**config.mk**
```make
export PLATFORM = sky130hd
export DESIGN_NAME = wdt_watchdog_timer
export DESIGN_NICKNAME = d
export VERILOG_FILES = /design/src/hw/wdt_pkg.sv /design/src/hw/wdt_watchdog_timer.sv
export SDC_FILE = /design/constraint.sdc
export NUM_CORES = 1
export LEC_CHECK = 0
export BUFFER_PORTS_ARGS = -buffer_cell sky130_fd_sc_hd__buf_2
export CORE_UTILIZATION = 40
export DETAILED_ROUTE_END_ITERATION = 12
export MAX_ROUTING_LAYER = met4
export REMOVE_ABC_BUFFERS = 1
export SLEW_MARGIN = 30
export SYNTH_ARGS = -nofsm -noshare
export SYNTH_HDL_FRONTEND = slang
export SYNTH_SLANG_ARGS = --single-unit
```
**constraint.sdc**
```tcl
create_clock -name clk -period 3.11 [get_ports clk]
set_input_delay 0.4665 -clock clk [delete_from_list [all_inputs] [get_ports clk]]
set_output_delay 0.4665 -clock clk [all_outputs]
set_load 0.03 [all_outputs]
```
**src/hw/wdt_pkg.sv**
```systemverilog
// Constants and types for the watchdog timer
package wdt_pkg;
  // Interval select codes
  localparam logic [1:0] WDT_SEL_2P12 = 2'h0;
  localparam logic [1:0] WDT_SEL_2P15 = 2'h1;
  localparam logic [1:0] WDT_SEL_2P18 = 2'h2;
  localparam logic [1:0] WDT_SEL_2P21 = 2'h3;
  localparam logic [1:0] WDT_SEL_RESET = WDT_SEL_2P12;
  // Counter width covers the longest interval
  localparam int WDT_CNT_W = 22;
  localparam logic [21:0] WDT_TO_2P12 = 22'h001000;
  localparam logic [21:0] WDT_TO_2P15 = 22'h008000;
  localparam logic [21:0] WDT_TO_2P18 = 22'h040000;
  localparam logic [21:0] WDT_TO_2P21 = 22'h200000;
  // Early warning lead before reset
  localparam logic [21:0] WDT_IRQ_LEAD = 22'h000200;
  localparam logic [21:0] WDT_CNT_ZERO = 22'h000000;
  localparam logic [21:0] WDT_CNT_ONE = 22'h000001;

  // Control register bit layout
  localparam int WDT_CTL_W = 8;
  localparam int WDT_BIT_SEL_LO = 0;
  localparam int WDT_BIT_SEL_HI = 1;
  localparam int WDT_BIT_IRQEN = 2;
  localparam int WDT_BIT_RSTEN = 3;
  localparam int WDT_BIT_RESTART = 4;
  localparam int WDT_BIT_IRQFLAG = 5;
  localparam int WDT_BIT_RSTFLAG = 6;

  typedef enum logic [2:0] {
    WDT_COUNT = 3'h1,
    WDT_WARN = 3'h2,
    WDT_FIRE = 3'h4
  } wdt_state_t;

  typedef struct packed {
    wdt_state_t st;
    logic [21:0] cnt;
    logic [1:0] sel;
    logic irqEn;
    logic rstEn;
    logic irqFlag;
    logic rstFlag;
    logic irq;
    logic sysReset;
    logic [7:0] rdata;
  } wdt_regs_t;
endpackage : wdt_pkg

```
**src/hw/wdt_watchdog_timer.sv**
```systemverilog
// Watchdog timer with early interrupt and system reset
`timescale 1ns/1ps
`default_nettype none

module wdt_watchdog_timer
  import wdt_pkg::*;
(
  // Clock and reset
  input wire logic clk,
  input wire logic rstn,
  // Control register port
  input wire logic ctlWrite,
  input wire logic [WDT_CTL_W-1:0] ctlWdata,
  output logic [WDT_CTL_W-1:0] ctlRdata,
  // Events
  output logic wdtIrq,
  output logic wdtSysReset
);

  // Readback image while in reset: shortest interval, reset enable set
  localparam logic [WDT_CTL_W-1:0] CTL_RESET_IMAGE = {
    1'b0,
    1'b0,
    1'b0,
    1'b0,
    1'b1,
    1'b0,
    WDT_SEL_RESET
  };

  wdt_regs_t r_q;
  wdt_regs_t r_d;
  logic [WDT_CNT_W-1:0] timeout;
  logic [WDT_CNT_W-1:0] warnAt;
  logic [WDT_CNT_W-1:0] fireAt;
  logic restart;
  logic irqClr;
  logic rstClr;
  logic warnHit;
  logic fireHit;

  // Interval select to terminal count
  always_comb
  begin
    case (r_q.sel)
      WDT_SEL_2P12: timeout = WDT_TO_2P12;
      WDT_SEL_2P15: timeout = WDT_TO_2P15;
      WDT_SEL_2P18: timeout = WDT_TO_2P18;
      WDT_SEL_2P21: timeout = WDT_TO_2P21;
      default: timeout = WDT_TO_2P12;
    endcase
  end

  // Counts at which the warning and the reset are launched
  always_comb
  begin
    warnAt = timeout - WDT_IRQ_LEAD - WDT_CNT_ONE;
    fireAt = timeout - WDT_CNT_ONE;
  end

  // Control write decode
  always_comb
  begin
    restart = ctlWrite && ctlWdata[WDT_BIT_RESTART];
    // Flags clear by writing zero to their bit
    irqClr = ctlWrite && !ctlWdata[WDT_BIT_IRQFLAG];
    rstClr = ctlWrite && !ctlWdata[WDT_BIT_RSTFLAG];
  end

  // Threshold matches, only meaningful in their own state
  always_comb
  begin
    warnHit = (r_q.st == WDT_COUNT) && (r_q.cnt == warnAt);
    fireHit = (r_q.st == WDT_WARN) && (r_q.cnt == fireAt);
  end

  always_comb
  begin
    r_d = r_q;
    r_d.irq = 1'b0;
    r_d.sysReset = 1'b0;
    if (ctlWrite)
    begin
      r_d.sel = ctlWdata[WDT_BIT_SEL_HI:WDT_BIT_SEL_LO];
      r_d.irqEn = ctlWdata[WDT_BIT_IRQEN];
      r_d.rstEn = ctlWdata[WDT_BIT_RSTEN];
    end
    // Clears first so that a set in the same cycle wins
    if (irqClr)
    begin
      r_d.irqFlag = 1'b0;
    end
    if (rstClr)
    begin
      r_d.rstFlag = 1'b0;
    end
    if (restart)
    begin
      r_d.cnt = WDT_CNT_ZERO;
      r_d.st = WDT_COUNT;
    end
    else
    begin
      r_d.cnt = r_q.cnt + WDT_CNT_ONE;
      case (r_q.st)
        WDT_COUNT:
        begin
          if (warnHit)
          begin
            r_d.st = WDT_WARN;
            r_d.irqFlag = 1'b1;
          end
        end
        WDT_WARN:
        begin
          if (fireHit)
          begin
            r_d.st = WDT_FIRE;
            r_d.rstFlag = 1'b1;
          end
        end
        WDT_FIRE:
        begin
          // Hold until restart; device reset clears everything
          r_d.cnt = r_q.cnt;
        end
        default:
        begin
          r_d.st = WDT_COUNT;
        end
      endcase
    end
    // Interrupt output gated by enable, level while flag set
    r_d.irq = r_d.irqFlag && r_d.irqEn;
    // Reset follows its flag alone, whatever the enables say
    r_d.sysReset = r_d.rstFlag;
    r_d.rdata = '0;
    r_d.rdata[WDT_BIT_SEL_HI:WDT_BIT_SEL_LO] = r_d.sel;
    r_d.rdata[WDT_BIT_IRQEN] = r_d.irqEn;
    r_d.rdata[WDT_BIT_RSTEN] = r_d.rstEn;
    r_d.rdata[WDT_BIT_IRQFLAG] = r_d.irqFlag;
    r_d.rdata[WDT_BIT_RSTFLAG] = r_d.rstFlag;
  end

  always_ff @(posedge clk or negedge rstn)
  begin
    if (!rstn)
    begin
      r_q.st <= WDT_COUNT;
      r_q.cnt <= WDT_CNT_ZERO;
      r_q.sel <= WDT_SEL_RESET;
      r_q.irqEn <= 1'b0;
      r_q.rstEn <= 1'b1;
      r_q.irqFlag <= 1'b0;
      r_q.rstFlag <= 1'b0;
      r_q.irq <= 1'b0;
      r_q.sysReset <= 1'b0;
      r_q.rdata <= CTL_RESET_IMAGE;
    end
    else
    begin
      r_q <= r_d;
    end
  end

  assign ctlRdata = r_q.rdata;
  assign wdtIrq = r_q.irq;
  assign wdtSysReset = r_q.sysReset;

endmodule // wdt_watchdog_timer

`default_nettype wire

```
; ---- Word level (Yosys, flattened, before mapping)
; Index checks and enable logic that the tools add are counted.
[word_totals]
regBits = 38
out_inout_bits = 10
elab_cells = 48
input_bits = 11
[op_classes]
addsub = 4
muxes = 14
n_reduce_logical = 10
n_eq_ne = 11
[op_table]
columns = operator, n
row1 = $pmux W22 S4, 1
row2 = $eq A22 B22 Y1, 2
row3 = $sub A22 B1 Y22 const B, 2
row4 = $mux W25, 1
row5 = $add A22 B1 Y22 const B, 1
row6 = $mux W22, 1
row7 = $sub A22 B10 Y22 const B, 1
row8 = $pmux W3 S3, 1
row9 = $logic_and A1 B1 Y1, 6
row10 = $mux W1, 6
row11 = $mux W3, 2
row12 = $ne A3 B3 Y1 const B, 2
row13 = $eq A2 B2 Y1 const B, 2
row14 = $mux W4, 1
row15 = $eq A3 B1 Y1 const B, 1
row16 = $eq A3 B2 Y1 const B, 1
row17 = $eq A3 B3 Y1 const B, 1
row18 = $reduce_and A3 Y1, 1
row19 = $eq A2 B1 Y1 const B, 1
row20 = $logic_not A1 Y1, 2
row21 = $logic_not A2 Y1, 1
row22 = $mux W2, 1
row23 = $ne A2 B2 Y1 const B, 1

; ---- Longest topological paths before layout
[logic_depth]
word_depth = 10
ltp_mapped = 6
mapped_depth_nobuf = 6

; ---- Worst setup path before layout
; No wires, ideal clock.
[synth_path]
path_type = flip-flop to flip-flop
from = reg ctlRdata[1] (netlist name)
to = reg r_q[38] (netlist name)
setup_ns = 0.077
path_stages_with_launch = 7
t_required_ns = 3.033
period_less_slack_ns = 2.012
setup_slack_ns = 1.098
path_buffers = 0
t_arrival_ns = 1.935
path_cell_list = dfrtp_1 or2_2 ha_1 or3_1 a211oi_1 nand4b_1 a21o_1
[synth_lines]
columns = item, line_no
row1 = "end signal, assigned", wdt_watchdog_timer.sv:162  ; r_q <= r_d;
row2 = "end, declared", wdt_watchdog_timer.sv:31  ; wdt_regs_t r_q;

==> insert_results.sql <==
INSERT INTO impl_metrics (metric_group, metric, value, unit) VALUES
('clocking', 'cts.sink_count', '32', ''),
('worst_setup_path', 'timing.critical_path.max_delay_family', 'simple AND/OR/NAND/NOR gates', ''),
('cells_and_area', 'drive_above_1_share', '0.196', ''),
('routing', 'detail_route.iter0.violations', '76', ''),
('grt', 'grt_use_total', '0.182', ''),
('worst_setup_path', 'slowest_stage', 'sky130_fd_sc_hd__dfrtp_1', ''),
('worst_setup_path', 'timing.setup.critical_path_class', 'reg2reg', ''),
('synth', 'postSynthRegisterBits', '32', ''),
('clocking', 'clock_latency_late_sink', '0.29', 'ns'),
('clocking', 'numCtsBuffers', '5', ''),
('worst_setup_path', 'buffers_plus_inverters_on_the_worst_setup_path', '0', ''),
('worst_setup_path', 'rrSetupSlack', '0.78', 'ns'),
('cells_and_area', 'post-route-util', '0.446', ''),
('synth', 'synth-edff-count', '0', ''),
('routing', 'routed_wire_length_per_instance', '15.1', 'um'),
('routing', 'vias_per_cell', '5.60', ''),
('clocking', 'ctsLongestPathBuffers', '2', ''),
('placed_design', 'io_buffers', '17', ''),
('floorplanning', 'std_cell_rows', '24', ''),
('sta', 'finClkSkew', '0.0106', 'ns'),
('floorplanning', 'die-width', '69.3', 'um'),
('routing', 'drt-pass1-iter-count', '4', ''),
('synth', 'dominantRegCellSynth', 'sky130_fd_sc_hd__dfrtp_1', ''),
('grt', 'grt_max_degree', '33', ''),
('sta', 'report.final.setup_viol', '0', ''),
('synth', 'mappedNetlistArea', '1810', 'um2'),
('worst_setup_path', 'worst-path-max-fanout', '7', ''),
('grt', 'via_count_of_the_first_global_routing_pass', '1463', ''),
('synth', 'syn-instance-count', '188', ''),
('floorplanning', 'core-area', '4350', 'um2'),
('clocking', 'post_cts_hold_buffer_count', '0', ''),
('worst_setup_path', 'worstRegToRegCells', '6', ''),
('floorplanning', 'boundaryPins', '21', ''),
('sta', 'max_slew_margin', '0.527', ''),
('clocking', 'root_cell_of_the_clock_tree', 'sky130_fd_sc_hd__clkbuf_8', ''),
('worst_setup_path', 'timing.critical_path.cells', 'or2_2, ha_1, or3_1, a211oi_1, nand4b_1, o21ai_0', ''),
('synth', 'synth-seq-area-share', '0.443', ''),
('floorplanning', 'initial_core_util', '0.416', ''),
('sta', 'setup_slack', '0.778', 'ns'),
('hold_path', 'hold_class', 'in2async', ''),
('sta', 'rsz0062_at_grt', 'no', ''),
('synth', 'synth.lib_cells_used.distinct', '47', ''),
('clocking', 'htree_num_levels', '2', ''),
('cells_and_area', 'num-nets-final', '211', ''),
('worst_setup_path', 'worst_setup_path_start_kind', 'register', ''),
('worst_setup_path', 'cp-end-kind', 'register', ''),
('power_and_ir_drop', 'powerDensity', '460', 'nW/um2'),
('run', 'max_cap_violations', '0', ''),
('synth', 'yosys_warnings', '0', ''),
('routing', 'vias', '1405', ''),
('cells_and_area', 'finalNonFillerCells', '251', ''),
('power_and_ir_drop', 'total_leakage_power', '0.838', 'nW'),
('sta', 'max_freq', '429', 'MHz'),
('worst_setup_path', 'worst_ep_required_time', '3.31', 'ns'),
('grt', 'overflow', '0', ''),
('power_and_ir_drop', 'vdd.ir_drop.worst', '0.320', 'mV'),
('sta', 'setup_tns', '0', 'ns'),
('sta', 'final-hold-violation-count', '0', ''),
('worst_setup_path', 'timing.rr.end', 'wdtIrq$_DFF_PN0_', ''),
('placed_design', 'placement.setup.worst_slack', '0.791', 'ns'),
('grt', 'first_pass_grt_wire_length', '6.70', 'mm'),
('status', 'outcome', 'finished clean', ''),
('routing', 'antenna_left', '0', ''),
('sta', 'report.final.slew_viol_count', '0', ''),
('clocking', 'cts_tree', 'built', ''),
('worst_setup_path', 'timing.rr.start', 'ctlRdata[1]$_DFFE_PN0P_', ''),
('sta', 'finalCritPeriodShare', '0.750', ''),
('synth', 'postSynthAreaPerCell', '9.64', 'um2'),
('worst_setup_path', 'cp_data_arrival_time', '2.54', 'ns'),
('cells_and_area', 'antennaDiodeCount', '0', ''),
('routing', 'drt_wl_total', '3.80', 'mm');
==> sequential cells by signal, indices dropped and copies added (netlist names) <==
name and count:
r_q 26, wdtIrq 1, ctlRdata 5
==> placed cells by master, fill, tap and decap left out, types with 3 or more instances in the layout <==
master	count
sky130_fd_sc_hd__nand2_1	17
sky130_fd_sc_hd__o21ai_0	12
sky130_fd_sc_hd__or3_1	4
sky130_fd_sc_hd__and4_1	3
sky130_fd_sc_hd__xor2_1	4
sky130_fd_sc_hd__nand4_1	7
sky130_fd_sc_hd__nand2b_1	3
sky130_fd_sc_hd__or4_1	6
sky130_fd_sc_hd__mux2_2	4
sky130_fd_sc_hd__nand3_1	10
sky130_fd_sc_hd__nand4b_1	4
sky130_fd_sc_hd__dfrtp_1	30
sky130_fd_sc_hd__nor2_1	12
sky130_fd_sc_hd__inv_1	4
sky130_fd_sc_hd__clkbuf_8	5
sky130_fd_sc_hd__xnor2_1	5
sky130_fd_sc_hd__a21oi_1	12
sky130_fd_sc_hd__buf_2	17
sky130_fd_sc_hd__o31ai_1	6
==> Yosys cell counts (2+ instances only) <==
cell type	count	area (um2)
sky130_fd_sc_hd__ha_1	2	25.0
sky130_fd_sc_hd__buf_6	3	33.8
sky130_fd_sc_hd__dfstp_2	2	52.6
sky130_fd_sc_hd__nand3_1	10	50.1
sky130_fd_sc_hd__or3_1	4	25.0
sky130_fd_sc_hd__o21ai_0	12	60.1
sky130_fd_sc_hd__nor2_1	12	45.0
sky130_fd_sc_hd__nand4b_1	4	35.0
sky130_fd_sc_hd__a21oi_1	12	60.1
sky130_fd_sc_hd__or4_1	6	45.0
sky130_fd_sc_hd__nand2_1	17	63.8
sky130_fd_sc_hd__o31ai_1	6	45.0
sky130_fd_sc_hd__inv_1	4	15.0
sky130_fd_sc_hd__buf_2	3	15.0
sky130_fd_sc_hd__buf_4	8	60.1
sky130_fd_sc_hd__and4_1	3	26.3
sky130_fd_sc_hd__nand2b_1	3	18.8
sky130_fd_sc_hd__or2_2	2	12.5
sky130_fd_sc_hd__dfrtp_1	30	751
sky130_fd_sc_hd__xnor2_1	5	43.8
sky130_fd_sc_hd__and2_1	2	12.5
sky130_fd_sc_hd__nand4_1	7	43.8
sky130_fd_sc_hd__xor2_1	4	35.0
sky130_fd_sc_hd__mux2_2	4	45.0
==> worst max path at each step <==
stage                                to                    start  cells past startpoint  slack (ns)
finish                 wdtIrq$_DFF_PN0_  ctlRdata[1]$_DFFE_PN0P_                      6        0.78
global route           wdtIrq$_DFF_PN0_  ctlRdata[1]$_DFFE_PN0P_                      6        0.60
detailed placement     wdtIrq$_DFF_PN0_  ctlRdata[1]$_DFFE_PN0P_                      6        0.79
global placement       wdtIrq$_DFF_PN0_  ctlRdata[1]$_DFFE_PN0P_                      6        0.90
floorplan           r_q[38]$_DFFE_PN1P_  ctlRdata[1]$_DFFE_PN0P_                      6        0.95
CTS                    wdtIrq$_DFF_PN0_  ctlRdata[1]$_DFFE_PN0P_                      6        0.77
==> power by group <==
| part | total [W] | internal, W | switching [W] |
|---|---|---|---|
| clock network | 0.000318 | 0.000156 | 0.000163 |
| logic | 0.000106 | 0.0000414 | 0.0000644 |
| registers | 0.000470 | 0.000440 | 0.0000298 |
==> per-layer routing <==
| layer | vias to the layer above | share of wire | GRT usage |
|---|---|---|---|
| met5 | - | 0 | - |
| met4 | 0 | 0.022 | 0.0930 |
| met3 | 7 | 0.040 | 0.0349 |
| met2 | 39 | 0.46 | 0.284 |
| met1 | 664 | 0.48 | 0.224 |
| li1 | 695 | - | - |
==> logic make-up after synthesis <==
logic type                 count (synthesis)  synth area share
AOI/OAI and AO/OA                         37             0.123
DFF                                       32             0.443
xor gates and xnor gates                   9            0.0435
buffers and inverters                     20            0.0732
other                                      1           0.00207
muxes                                      5            0.0304
adders and majority gates                  2            0.0138
and+or+nand+nor                           82             0.271
==> per-stage QoR <==
step	total power [W]	instance area, um2
floorplan	0.000545	1700
global placement	0.000580	1860
global route	0.000944	1940
detailed placement	0.000585	1860
finish	0.000894	1940
CTS	0.000905	1940
==> final cells by class <==
class / instances / area [um2]
Fill cell: 421 / 2410
Multi-Input combinational cell: 137 / 880
Sequential cell: 32 / 803
Timing Repair Buffer: 18 / 92.6
Clock buffer: 5 / 68.8
Tap cell: 52 / 65.1
Clock inverter: 3 / 18.8
Inverter: 4 / 15.0
Power figures use the tool's default switching activity.
